<file path="config.mk">
export PLATFORM = sky130hd
export DESIGN_NAME = aimc_top
export DESIGN_NICKNAME = d
export VERILOG_FILES = /design/src/verilog/aimc_pkg.sv /design/src/verilog/aimc_sel_if.sv /design/src/verilog/aimc_top.sv /design/src/verilog/aimc_input_mux.sv /design/src/verilog/aimc_gain_decode.sv
export VERILOG_INCLUDE_DIRS = /design/src /design/src/verilog
export SDC_FILE = /design/constraint.sdc
export NUM_CORES = 1
export LEC_CHECK = 0
export ABC_CLOCK_PERIOD_IN_PS = 4900
export BUFFER_PORTS_ARGS = -buffer_cell sky130_fd_sc_hd__buf_2
export CAP_MARGIN = 25
export CORE_UTILIZATION = 45
export DETAILED_ROUTE_END_ITERATION = 8
export PLACE_DENSITY = 0.75
export SYNTH_ARGS = -nofsm -noshare
export SYNTH_HDL_FRONTEND = slang
export SYNTH_SLANG_ARGS = --single-unit
</file>
<file path="constraint.sdc">
create_clock -name pclk -period 4.9 [get_ports pclk]
set_clock_uncertainty 0.15 [all_clocks]
set_input_delay 0.245 -clock pclk [delete_from_list [all_inputs] [get_ports pclk]]
set_output_delay 0.245 -clock pclk [all_outputs]
set_load 0.005 [all_outputs]
</file>
<file path="src/verilog/aimc_params.svh">
// Register offsets, field positions, reset values and masks of the amplifier register bank
`ifndef AIMC_PARAMS_SVH
`define AIMC_PARAMS_SVH

// ****************************************
// Register offsets (byte addresses)
// ****************************************
`define AIMC_CTRL_OFS      12'h000
`define AIMC_LOCK_OFS      12'h004

// ****************************************
// Control word field positions
// ****************************************
`define AIMC_EN_BIT        0
`define AIMC_MODE_LSB      1
`define AIMC_MODE_MSB      2
`define AIMC_GAIN_LSB      3
`define AIMC_GAIN_MSB      5
`define AIMC_INV_LSB       6
`define AIMC_INV_MSB       7
`define AIMC_NINV_LSB      9
`define AIMC_NINV_MSB      11
`define AIMC_AUTO_BIT      13
`define AIMC_ALT_INV_LSB   14
`define AIMC_ALT_INV_MSB   15
`define AIMC_ALT_NINV_LSB  17
`define AIMC_ALT_NINV_MSB  19
`define AIMC_LOCK_BIT      0

// ****************************************
// Reset values and writable bits
// ****************************************
`define AIMC_CTRL_RST      32'h0000_0000
`define AIMC_LOCK_RST      1'b0
`define AIMC_CTRL_WMASK    32'h000E_EEFF
`define AIMC_GAIN_MAX_CODE 3'h4
`define AIMC_GAIN_BASE     6'h02

`endif

</file>
<file path="src/verilog/aimc_pkg.sv">
// Types and shared decode functions of the amplifier register bank
package aimc_pkg;

  // ****************************************
  // Working modes of the amplifier
  // ****************************************
  typedef enum logic [1:0] {
    AIMC_MODE_EXT_A  = 2'b00,
    AIMC_MODE_EXT_B  = 2'b01,
    AIMC_MODE_PGA    = 2'b10,
    AIMC_MODE_FOLLOW = 2'b11
  } aimc_mode_t;

  // Non-inverting select code to one-hot pin enables; code 7 routes no pin
  function automatic logic [6:0] aimc_ninv_onehot(input logic [2:0] code);
    logic [6:0] v;
    v = 7'h00;
    if (code != 3'h7) begin
      v[code] = 1'b1;
    end
    return v;
  endfunction

  // Inverting select code to one-hot pin enables
  function automatic logic [3:0] aimc_inv_onehot(input logic [1:0] code);
    logic [3:0] v;
    v = 4'h0;
    v[code] = 1'b1;
    return v;
  endfunction

endpackage

</file>
<file path="src/verilog/aimc_sel_if.sv">
// Bundle between the register bank and its input routing and gain decoding
`timescale 1ns/1ns
`default_nettype none
interface aimc_sel_if;
  import aimc_pkg::*;
  aimc_mode_t  mode;
  logic [2:0]  gain_code;
  logic [2:0]  ninv_sel;
  logic [1:0]  inv_sel;
  logic [2:0]  alt_ninv_sel;
  logic [1:0]  alt_inv_sel;
  logic        auto_en;
  logic        cc6;
  logic [6:0]  ninv_onehot;
  logic [3:0]  inv_onehot;
  logic        inv_to_out;
  logic [5:0]  gain_factor;

  modport ctrl (output mode, gain_code, ninv_sel, inv_sel, alt_ninv_sel, alt_inv_sel, auto_en, cc6,
                input ninv_onehot, inv_onehot, inv_to_out, gain_factor);
  modport mux  (input mode, ninv_sel, inv_sel, alt_ninv_sel, alt_inv_sel, auto_en, cc6,
                output ninv_onehot, inv_onehot, inv_to_out);
  modport gain (input gain_code, output gain_factor);
endinterface
`default_nettype wire

</file>
<file path="src/verilog/aimc_top.sv">
// Amplifier configuration register bank with APB slave, lock and timer-driven input switching
//
// Contract
// (RL1) Secondary non-inverting selector in bits 19:17, coded like the primary one.
// (RL2) Secondary inverting selector in bits 15:14, coded like the primary one.
// (RL3) Bit 13 enables timer-driven switching; when clear the primary selections stay.
// (RL4) Bits 11:9 route one of seven pins, codes 0 to 6, to non-inverting input.
// (RL5) Bits 7:6 route one of four pins to the inverting input.
// (RL6) Bits 5:3 give gain 2, 4, 8, 16, 32; other codes give 2.
// (RL7) Bits 2:1: upper bit 0 external, 10 internal gain, 11 follower.
// (RL8) Lock bit accepts one write after reset; later writes ignored until reset.
// (RL9) While locked the control word ignores writes; unlocked it is read/write.
// (RL10) Software writes reserved control bits 31:20, 16, 12, 8 with zero.
// (RL11) With switching on, compare-6 high selects secondary, otherwise primary.
// (RL12) Follower mode ties inverting input to output, whatever pin is selected.
// (RL13) Bit 0 powers the amplifier; locked writes complete without error.
//
// The implementer's own choice: register access over APB.
`timescale 1ns/1ns
`default_nettype none
`include "aimc_params.svh"
module aimc_top
  import aimc_pkg::*;
#(
  parameter int ADDR_W = 12
) (
  input  wire logic              pclk,
  input  wire logic              presetn,
  input  wire logic              psel,
  input  wire logic              penable,
  input  wire logic              pwrite,
  input  wire logic [ADDR_W-1:0] paddr,
  input  wire logic [31:0]       pwdata,
  output var  logic [31:0]       prdata,
  output var  logic              pready,
  output var  logic              pslverr,
  input  wire logic              timer_compare6_signal,
  output var  logic              amp_enable,
  output var  logic [1:0]        amp_mode,
  output var  logic [6:0]        noninv_pin_onehot,
  output var  logic [3:0]        inv_pin_onehot,
  output var  logic              inv_to_output,
  output var  logic [5:0]        gain_factor,
  output var  logic              amp_cfg_locked
);

  // ****************************************
  // State
  // ****************************************
  logic [31:0] amp_control_word_r;
  logic [31:0] amp_control_word_nxt;
  logic        config_write_lock_r;
  logic        lock_used_r;
  logic        cc6_meta_r;
  logic        cc6_sync_r;
  logic [31:0] prdata_r;
  logic [31:0] prdata_nxt;
  logic        pready_r;
  logic        pslverr_r;
  logic        pslverr_nxt;
  logic        chk_arm_r;

  aimc_sel_if sel ();

  // ****************************************
  // APB decode
  // ****************************************
  // Every answer comes with no wait state; ready is registered from the setup cycle so that read data can leave a flip-flop
  wire setup_ph  = psel & ~penable;
  wire access_ph = psel & penable & pready_r;
  wire hit_ctrl  = (paddr == ADDR_W'(`AIMC_CTRL_OFS));
  wire hit_lock  = (paddr == ADDR_W'(`AIMC_LOCK_OFS));
  wire hit_any   = hit_ctrl | hit_lock;
  wire wr_ctrl   = access_ph & pwrite & hit_ctrl;
  wire wr_lock   = access_ph & pwrite & hit_lock;
  wire lock_take = wr_lock & ~lock_used_r; // RL8

  // Locked writes still finish normally and leave the word alone
  assign amp_control_word_nxt = (wr_ctrl && !config_write_lock_r) // RL9 RL13
                              ? (pwdata & `AIMC_CTRL_WMASK)
                              : amp_control_word_r;

  // Read data and error are chosen in the setup cycle
  assign prdata_nxt  = !setup_ph ? prdata_r
                     : hit_ctrl  ? amp_control_word_r
                     : hit_lock  ? {31'h0000_0000, config_write_lock_r}
                     : 32'h0000_0000;
  assign pslverr_nxt = setup_ph & ~hit_any;

  // ****************************************
  // Bus registers
  // ****************************************
  // Ready generator and registered answer
  always_ff @(posedge pclk or negedge presetn) begin
    if (!presetn) begin
      pready_r  <= 1'b0;
      pslverr_r <= 1'b0;
      prdata_r  <= 32'h0000_0000;
    end else begin
      pready_r  <= setup_ph;
      pslverr_r <= pslverr_nxt;
      prdata_r  <= prdata_nxt;
    end
  end

  // Control word
  always_ff @(posedge pclk or negedge presetn) begin
    if (!presetn) begin
      amp_control_word_r <= `AIMC_CTRL_RST;
    end else begin
      amp_control_word_r <= amp_control_word_nxt;
    end
  end

  // One-shot lock: the first write after reset decides, whatever value it carries
  always_ff @(posedge pclk or negedge presetn) begin
    if (!presetn) begin
      config_write_lock_r <= `AIMC_LOCK_RST;
      lock_used_r         <= 1'b0;
    end else if (lock_take) begin
      config_write_lock_r <= pwdata[`AIMC_LOCK_BIT]; // RL8
      lock_used_r         <= 1'b1; // RL8
    end
  end

  // ****************************************
  // Timer compare synchroniser
  // ****************************************
  // The timer may run on another clock, so two stages before use
  always_ff @(posedge pclk or negedge presetn) begin
    if (!presetn) begin
      cc6_meta_r <= 1'b0;
      cc6_sync_r <= 1'b0;
    end else begin
      cc6_meta_r <= timer_compare6_signal;
      cc6_sync_r <= cc6_meta_r;
    end
  end

  // ****************************************
  // Field distribution
  // ****************************************
  assign sel.mode         = aimc_mode_t'(amp_control_word_r[`AIMC_MODE_MSB:`AIMC_MODE_LSB]); // RL7
  assign sel.gain_code    = amp_control_word_r[`AIMC_GAIN_MSB:`AIMC_GAIN_LSB]; // RL6
  assign sel.inv_sel      = amp_control_word_r[`AIMC_INV_MSB:`AIMC_INV_LSB]; // RL5
  assign sel.ninv_sel     = amp_control_word_r[`AIMC_NINV_MSB:`AIMC_NINV_LSB]; // RL4
  assign sel.auto_en      = amp_control_word_r[`AIMC_AUTO_BIT]; // RL3
  assign sel.alt_inv_sel  = amp_control_word_r[`AIMC_ALT_INV_MSB:`AIMC_ALT_INV_LSB]; // RL2
  assign sel.alt_ninv_sel = amp_control_word_r[`AIMC_ALT_NINV_MSB:`AIMC_ALT_NINV_LSB]; // RL1
  assign sel.cc6          = cc6_sync_r; // RL11

  aimc_input_mux u_mux (
    .sel (sel)
  );

  aimc_gain_decode u_gain (
    .sel (sel)
  );

  // ****************************************
  // Registered outputs
  // ****************************************
  // Analog controls are registered so that no decode glitch reaches the switches
  always_ff @(posedge pclk or negedge presetn) begin
    if (!presetn) begin
      amp_enable        <= 1'b0;
      amp_mode          <= 2'b00;
      noninv_pin_onehot <= 7'h00;
      inv_pin_onehot    <= 4'h0;
      inv_to_output     <= 1'b0;
      gain_factor       <= 6'h00;
      amp_cfg_locked    <= 1'b0;
    end else begin
      amp_enable        <= amp_control_word_r[`AIMC_EN_BIT]; // RL13
      amp_mode          <= sel.mode;
      noninv_pin_onehot <= sel.ninv_onehot;
      inv_pin_onehot    <= sel.inv_onehot;
      inv_to_output     <= sel.inv_to_out; // RL12
      gain_factor       <= sel.gain_factor;
      amp_cfg_locked    <= config_write_lock_r;
    end
  end

  assign prdata  = prdata_r;
  assign pready  = pready_r;
  assign pslverr = pslverr_r;

  // ****************************************
  // Assertion arming
  // ****************************************
  // The edge that releases reset still sees reset values on every flop, so checks
  // start one edge later; otherwise an attempt begun there would fail falsely
  always_ff @(posedge pclk or negedge presetn) begin
    if (!presetn) begin
      chk_arm_r <= 1'b0;
    end else begin
      chk_arm_r <= 1'b1;
    end
  end
endmodule
`default_nettype wire

</file>
<file path="src/verilog/aimc_input_mux.sv">
// Primary/secondary input routing of the amplifier
`timescale 1ns/1ns
`default_nettype none
module aimc_input_mux
  import aimc_pkg::*;
(
  aimc_sel_if.mux sel
);

  // ****************************************
  // Selection source
  // ****************************************
  wire       use_alt = sel.auto_en & sel.cc6; // RL3 RL11
  wire [2:0] ninv_code = use_alt ? sel.alt_ninv_sel : sel.ninv_sel; // RL1 RL4
  wire [1:0] inv_code  = use_alt ? sel.alt_inv_sel : sel.inv_sel; // RL2 RL5
  wire       is_ext    = (sel.mode == AIMC_MODE_EXT_A) || (sel.mode == AIMC_MODE_EXT_B); // RL7

  // Inverting pin only in external mode; PGA leaves it floating, follower ties it to the output
  assign sel.ninv_onehot = aimc_ninv_onehot(ninv_code); // RL4
  assign sel.inv_onehot  = is_ext ? aimc_inv_onehot(inv_code) : 4'h0; // RL5
  assign sel.inv_to_out  = (sel.mode == AIMC_MODE_FOLLOW); // RL12

endmodule
`default_nettype wire

</file>
<file path="src/verilog/aimc_gain_decode.sv">
// Internal gain step decode of the amplifier
`timescale 1ns/1ns
`default_nettype none
`include "aimc_params.svh"
module aimc_gain_decode
  import aimc_pkg::*;
(
  aimc_sel_if.gain sel
);

  // ****************************************
  // Gain factor
  // ****************************************
  // Codes above the largest step fall back to the base gain
  wire in_range = (sel.gain_code <= `AIMC_GAIN_MAX_CODE);
  assign sel.gain_factor = in_range ? 6'(`AIMC_GAIN_BASE << sel.gain_code) : `AIMC_GAIN_BASE; // RL6

endmodule
`default_nettype wire

</file>
Word-level counts from Yosys, hierarchy flattened
Cells that the tools add are included.

Bits in registers: 77.

Order comparisons: 5. Equal/unequal tests: 4. Shift-type cells: 1. Multiplexer cells: 11. Bitwise logic cells: 13. Reduce and logical (&&, ||, !) cells: 7.

Operators by type and width (number): 20-bit two-way mux (1); 12-bit by 3-bit equality test with 1-bit output, second input constant (1); 12-bit logical NOT (1); 1-bit AND (9); 7-bit two-way mux (1); 6-bit two-way mux (1); 2-bit by 3-bit << shifter with 6-bit output, first input constant (1); 3-bit by 4-bit less-than comparator with 1-bit output, second input constant (1); 4-bit two-way mux (1); 1-bit demux with 3-bit select (1); 3-bit by 1-bit greater-or-equal comparator with 1-bit output, second input constant (1); 3-bit less-or-equal comparator, second input constant (1); 1-bit logical AND (3); 2-bit by 3-bit less-than comparator with 1-bit output, second input constant (1); 1-bit two-way mux (3); 3-bit two-way mux (1); 3-bit inequality test, second input constant (1); 1-bit NOT (3); 1-bit demux with 2-bit select (1); 2-bit by 1-bit equality test with 1-bit output, second input constant (1); 2-bit equality test, second input constant (1); 2-bit by 1-bit greater-or-equal comparator with 1-bit output, second input constant (1); 2-bit logical NOT (1); 2-bit two-way mux (1); 3 further kinds (3).

Depth between registers and ports, before layout
Gate-level depths: netlist of the first run.

Depth in word-level cells: 7. Gate-level depth with buffers: 6. Depth with buffers taken out: 4.

Cells and area by module
From an unflattened synthesis of the first run, not the netlist that was laid out.

Cells, all modules: 180. Area, all modules: 2531.2 µm².

By module, submodules not included: aimc_top (times used 1, cells an instance 133, area an instance 2210.9 µm²); aimc_input_mux (times used 1, cells an instance 37, area an instance 230.2 µm²); aimc_gain_decode (times used 1, cells an instance 10, area an instance 90.1 µm²).

Worst setup path before layout of the first run
No wires, ideal clock.

Path kind: input-to-reg. Start point: input paddr[1]. End point: register amp_control_word_r[10]. Arrival: 1767 ps. Required time: 4625 ps. Slack: 2858 ps. Stages on the path: 6. Path buffers: 2. Cell sequence: nor4_2 nand3_2 or4_4 buf_6 buf_12 mux2_4.

Longest elaborated chain between the ends: 3.

RTL lines: start: declaration (line aimc_top.sv:32) `input wire logic [ADDR_W-1:0] paddr,`; 12-bit logical NOT (line aimc_top.sv:71) `` wire hit_ctrl = (paddr == ADDR_W'(`AIMC_CTRL_OFS)); ``; 1-bit AND (line aimc_top.sv:74) `wire wr_ctrl = access_ph & pwrite & hit_ctrl;`; 1-bit logical AND (line aimc_top.sv:79) `assign amp_control_word_nxt = (wr_ctrl && !config_write_lock_r)`; end signal: assignment (line aimc_top.sv:109) `` amp_control_word_r <= `AIMC_CTRL_RST; ``; end signal: assignment (line aimc_top.sv:111) `amp_control_word_r <= amp_control_word_nxt;`; end: declaration (line aimc_top.sv:50) `logic [31:0] amp_control_word_r;`.

Every way passes these cells. A chain may end at the register's enable or synchronous reset.

Worst setup path after layout of the first run
Start point: input paddr[1]. End point: register amp_control_word_r[17].

The elaborated chain is that of the path after synthesis.

==> results of run 1 <==
routing by layer:
| layer | vias to the layer above | track usage (%) | wire length, microns |
|---|---|---|---|
| met5 | - | 0 | 0 |
| met4 | 0 | 11.7 | 96 |
| met3 | 8 | 3.70 | 205 |
| met2 | 54 | 29.1 | 2360 |
| met1 | 818 | 22.5 | 2050 |
| li1 | 783 | - | - |
power breakdown:
part | internal (mW) | switching [mW] | leakage [nW]
Combinational | 0.0189 | 0.0226 | 0.788
Clock | 0.222 | 0.170 | 0.0926
Sequential | 0.506 | 0.00108 | 0.830
cells in the mapped netlist:
master     n
mux2_2     9
nand2b_1   1
buf_12     1
ha_1       2
a21oi_1    5
nor3b_1    2
nand4b_1   2
a31oi_1    4
o31ai_1    1
inv_1      5
buf_4     16
or2_2      1
nor3_1     4
nor4_2     2
buf_6      1
nand3_1    2
nand3_2    1
nand3b_1   2
nor4b_1    3
nand4_1    3
conb_1     1
dfrtp_1   61
nor2_1    10
a21o_1     1
mux2_4    10
mux2i_1    2
nand2_1    3
clkbuf_1   4
or4_4      1
a22o_1    16
and2_1     1
metrics by stage:
step                utilization [%]  cell area [sq um]  setup WS [ns]
finish                         60.6               3130           3.03
global route                   60.6               3130           2.95
CTS                            60.4               3120           2.78
detailed placement             54.4               2810           2.43
global placement               54.4               2810           2.50
floorplan                         -               2510           2.86
worst max-delay path: cells and delay by family:
kind / cells / cell delay (ns)
mux: 1 / 0.35
buf+inv: 1 / 0.10
simple gates: 3 / 1.21
logic make-up (layout without fill, tap and decap cells):
| kind of cell | Yosys count | after routing | share of synthesized area, % |
|---|---|---|---|
| AOI/OAI and AO/OA | 27 | 27 | 8.36 |
| adders and majority gates | 2 | 2 | 1.02 |
| buffers and inverters | 27 | 109 | 7.55 |
| DFF | 61 | 61 | 62.2 |
| muxes | 21 | 21 | 11.1 |
| other | 1 | 16 | 0.153 |
| and+or+nand+nor | 38 | 38 | 9.64 |
layout by cell type (no fill, tap or decap), drive strengths merged, types with 3 or more instances in the layout:
cell type    netlist  layout
nand2              3       3
nand4              3       3
inv                5       5
a31oi              4       4
nor2              10      10
conb               1      16
nor3               4       4
nand3              3       3
nor4b              3       3
a22o              16      16
dfrtp             61      61
mux2              19      19
clkbuf             4      14
buf               18      76
a21oi              5       5
dlygate4sd3        0      13
what timing repair did:
action	4_1_cts	5_1_grt
hold buffers	13	0
gates resized for setup	0	0
endpoints found under the setup margin	0	0
hold endpoints to repair	73	0
area by class of cell:
class	instances	area, sq um
clock buffers	14	173
clock inverters	1	5.00
fillers	416	2040
inverters	5	18.8
multi-input cells	104	803
flip-flops and latches	61	1530
well taps	70	87.6
repair buffers	89	519
worst paths after layout:
kind                            cells past startpoint                            endpoint  slack (ns)                  from
worst max-delay path                                5  amp_control_word_r[17]$_DFFE_PN0P_        3.03              paddr[1]
worst min-delay path                                2   amp_control_word_r[0]$_DFFE_PN0P_        0.02             pwdata[0]
worst max register to register                      3  amp_control_word_r[17]$_DFFE_PN0P_        3.16      pready$_DFF_PN0_
worst min register to register                      0                cc6_sync_r$_DFF_PN0_        0.21  cc6_meta_r$_DFF_PN0_
max in group asynchronous                           3      noninv_pin_onehot[5]$_DFF_PN0_        3.67               presetn
min in group asynchronous                           3            gain_factor[2]$_DFF_PN0_        0.46               presetn
state kept, by name, summed over array words and instances (netlist names):
register,cells
amp_cfg_locked,1
amp_control_word_r,17
amp_enable,1
amp_mode,2
cc6_meta_r,1
cc6_sync_r,1
config_write_lock_r,1
gain_factor,5
inv_pin_onehot,4
inv_to_output,1
lock_used_r,1
noninv_pin_onehot,7
prdata,17
pready,1
pslverr,1
==> results.txt, run 1 <==
Fin. max-slew vios -> 0
Clk sink count -> 61
Initial Utilization -> 47.4%
CP Capture Type -> register
Global-route wire length before repair -> 7.30 mm
CP cell instances -> buf_2 > nor4_2 > nand3_2 > or4_4 > mux2_4
Netlist cell types -> 31
DRT iter0 DRCs -> 67
HPWL Detailed -> 3.11 mm
Worst EP required -> 4.95 ns
Worst-path clk slew -> 0.06 ns
Root Driver -> clkbuf_8
Crit-path max cell delay -> 0.69 ns
Minimum clock period -> 1.87 ns
Via count -> 1663
Mapped Cells -> 177
Post-Route WL -> 4.71 mm
Critical Path AT -> 1.93 ns
Sequential area share after synthesis -> 62.2%
ANT cells -> 0
DRC viols -> 0
Mapped cell area -> 0.00245 sq mm
IO Count -> 106
Yosys reg bits -> 61
DP Cell Count -> 315
Setup crit start kind -> input port
Fin nets -> 322
Worst hold path type -> input port to register
Synth top area share -> 62.2%
Leak -> 1.71 nW
H-tree levels -> 3
Pre-antenna DRT Iters -> 4
CP Max Fanout -> 17
Finished Layout Cells -> 344
Pin count of the biggest net entering global routing -> 62
Core box area -> 0.00517 sq mm
Fin. Hold Viols -> 0
Final setup viols -> 0
Die Span Y -> 75.8 microns
Max_slew headroom -> 40.4%
Setup TNS -> 0 ns
Pwr Density -> 300 mW/mm^2
Status -> finished clean
DIE AREA -> 0.00575 sq mm
Final period util -> 38.2%
F_max -> 535 MHz
Synth area leader -> dfrtp_1
Die extent in x -> 75.8 microns
Critical Setup Path Class -> input port to register
Max clock buf depth -> 2
IO buf count -> 74
Top post-synthesis cells by area -> dfrtp_1 62%, mux2_4 6.1%, a22o_1 5.7%
CTS tree -> done
Worst Tran Pin Value -> 0.894 ns
Crit-path slowest cell -> or4_4
Max-cap check violation count -> 0
Total power -> 940 uW
Vias in the first global route -> 1559
Remaining Overflow, GRT -> 0
CTS Buf Count -> 9
Wire per inst -> 13.7 microns
Share of layout cells above drive strength 1 -> 41.6%
Setup Buffers After CTS -> 0
Unrepaired setup endpoints after global routing -> no
Initial antenna violation count -> 0
Routability cong. -> 0.743
Row cnt -> 26
Area grow syn2layout -> 27.7%
Syn. warnings -> 0
Worst-Skew Late Latency -> 0.32 ns
Total track usage -> 18.2%
Vias per cell -> 4.83
VDD IR max -> 0.217 mV
Syn_area_per_cell -> 13.9 sq um
Remaining antenna violation count -> 0
Worst Hold Slack -> 0.0151 ns
Power figures use the tool's default switching activity.
==> run 2, diff against run 1 <==
--- a/config.mk
+++ b/config.mk
@@ -6,12 +6,12 @@
 export SDC_FILE = /design/constraint.sdc
 export NUM_CORES = 1
 export LEC_CHECK = 0
-export ABC_CLOCK_PERIOD_IN_PS = 4900
+export ABC_CLOCK_PERIOD_IN_PS = 1600
 export BUFFER_PORTS_ARGS = -buffer_cell sky130_fd_sc_hd__buf_2
 export CAP_MARGIN = 25
-export CORE_UTILIZATION = 45
+export CORE_UTILIZATION = 42
 export DETAILED_ROUTE_END_ITERATION = 8
-export PLACE_DENSITY = 0.75
+export PLACE_DENSITY = 0.74
 export SYNTH_ARGS = -nofsm -noshare
 export SYNTH_HDL_FRONTEND = slang
 export SYNTH_SLANG_ARGS = --single-unit
==> constraint.sdc (replaced) <==
create_clock -name pclk -period 1.6 [get_ports pclk]
set_clock_uncertainty 0.15 [all_clocks]
set_input_delay 0.08 -clock pclk [delete_from_list [all_inputs] [get_ports pclk]]
set_output_delay 0.08 -clock pclk [all_outputs]
set_load 0.005 [all_outputs]
==> run 2 against run 1 <==
The flow now finishes with violations (negative setup slack). Count of clock-buffer cells in the layout increased by 1. Global-route usage increased by 0.75 points. Non-clock buffer count increased by 19. Via count increased by 5.7%. Register-to-register slack got worse by 3.3 ns.
==> results.txt, run 2 (same netlist as run 1, synthesis figures left out) <==
Crit-path slowest cell -> or4_4
H-tree levels -> 3
Met3 usage -> 3.95%
ANT cells -> 0
Seq pwr share -> 53.2%
Switching fraction of total power -> 21.8%
Area grow syn2layout -> 36.6%
Wire per inst -> 14.9 microns
Final period util -> 108%
Worst hold path type -> input port to asynchronous set/reset pin
CP Capture Type -> register
Critical Setup Path Class -> register to register
Worst-Skew Late Latency -> 0.32 ns
Remaining antenna violation count -> 0
Critical Path AT -> 1.78 ns
Setup ws final -> -0.126 ns
Final instance area -> 0.00335 sq mm
Post-place setup slack -> -0.324 ns
Core box area -> 0.00557 sq mm
Worst-path clk slew -> 0.07 ns
Worst path depth -> 3
Initial antenna violation count -> 0
Internal power -> 2.28 mW
Die Span Y -> 78.4 microns
Initial Utilization -> 44.0%
Via count -> 1757
Global routing usage on met1 -> 24.5%
Failing checks -> negative setup slack
HPWL Detailed -> 3.45 mm
Fin. max-slew vios -> 0
Worst EP required -> 1.66 ns
Sw power -> 636 uW
Dpl cell area -> 0.00290 sq mm
Clk sink count -> 61
VDD IR max -> 0.539 mV
Max-cap check violation count -> 0
Row cnt -> 27
Minimum clock period -> 1.73 ns
Post-Route WL -> 5.48 mm
R2r worst-path depth -> 3
Die extent in x -> 78.4 microns
Commonest cells after routing, fill and taps aside -> 74 x buf_2, 61 x dfrtp_1, 25 x dlygate4sd3_1
Vias in the first global route -> 1743
Routability cong. -> 0.783
CTS tree -> done
Pwr Density -> 870 mW/mm^2
Unrepaired setup endpoints after global routing -> yes
CP startpoint -> pready$_DFF_PN0_
Finished Layout Cells -> 367
Share of layout cells above drive strength 1 -> 41.7%
Fin. Hold Viols -> 0
Status -> finished with violations
Pin count of the biggest net entering global routing -> 47
Top delay family on crit path -> simple AND/OR/NAND/NOR gates
CP Max Fanout -> 9
Total track usage -> 18.9%
IO Count -> 106
DRT iter0 DRCs -> 118
Filler cells -> 470
Comb pwr share -> 5.7%
DP Cell Count -> 324
IO buf count -> 74
Pre-antenna DRT Iters -> 4
Clk pwr share -> 41.1%
F_max -> 579 MHz
GRT met2 Usage -> 29.6%
Finished Core Util -> 60.1%
Vias per cell -> 4.79
CP cell instances -> nand4_1 > or4_4 > mux2_4
Leak -> 1.81 nW
Final setup viols -> 18
DRC viols -> 0
Global-route wire length before repair -> 8.63 mm
CTS Buf Count -> 9
Max clock buf depth -> 2
Crit-path max cell delay -> 0.59 ns
DIE AREA -> 0.00615 sq mm
Fin nets -> 342
Remaining Overflow, GRT -> 0
Most common cell after layout, fill and taps aside -> buf_2
Critical path buffer and inverter count -> 0
Setup crit start kind -> register
Worst flop-to-flop path startpoint -> pready$_DFF_PN0_
Root Driver -> clkbuf_8
GRT Max-Usage Layer -> met2
-- run 2: cell count changes in the layout (fill, tap and decap cells not counted), moves of 2 or more --
cell / before / now
buf_4: 1 / 8
clkbuf_1: 2 / 4
dlygate4sd3_1: 13 / 25
nor4_2: 2 / 0
nor4_4: 0 / 2
nor4b_1: 3 / 1
nor4b_2: 0 / 2
-- run 2: metal layers --
layer | wire length, microns | vias to the layer above
met5 | 0 | -
met4 | 105 | 0
met3 | 247 | 10
met2 | 2680 | 59
met1 | 2440 | 858
li1 | - | 830
-- run 2: what timing repair did --
action | CTS | global route
gates resized for setup | 0 | 3
setup buffers | 0 | 1
endpoints found under the hold margin | 83 | 0
hold buffers | 25 | 0
endpoints found under the setup margin | 17 | 18
gates cloned | 0 | 1
-- run 2: cell type report --
| type | instances | area [sq um] | area share (%) |
|---|---|---|---|
| inverter | 5 | 18.8 | 0.560 |
| clock inverter | 1 | 5.00 | 0.149 |
| tap | 72 | 90.1 | 2.69 |
| sequential | 61 | 1530 | 45.5 |
| timing repair buffer | 108 | 701 | 20.9 |
| clock buffer | 15 | 166 | 4.96 |
| multi-input combinational | 105 | 845 | 25.2 |
-- run 2: through the flow --
step                      setup TNS [ns]  hold WS (ns)  total power [mW]
after floorplan                    -3.02        -0.366              1.63
after global placement             -4.67        -0.132              1.70
after detailed placement           -5.38        -0.125              1.70
after CTS                          -2.35        0.0234              2.94
after global routing               -2.36        0.0912              3.03
final                              -1.60        0.0593              2.92
-- run 2: power groups by stage --
stage / sequential, mW / clock, mW / combinational, mW
after floorplan: 1.58 / 0 / 0.0519
after global placement: 1.58 / 0 / 0.119
after detailed placement: 1.58 / 0 / 0.122
after CTS: 1.55 / 1.22 / 0.166
after global routing: 1.55 / 1.29 / 0.185
final: 1.55 / 1.20 / 0.166
-- run 2: final timing paths --
check | endpoint | slack [ns]
worst max-delay path | amp_control_word_r[11]$_DFFE_PN0P_ | -0.13
worst min-delay path | prdata[5]$_DFFE_PN0P_ | 0.06
worst max register to register | amp_control_word_r[11]$_DFFE_PN0P_ | -0.13
worst min register to register | cc6_sync_r$_DFF_PN0_ | 0.20
max in group asynchronous | noninv_pin_onehot[5]$_DFF_PN0_ | 0.68
min in group pclk | prdata[0]$_DFFE_PN0P_ | 0.08
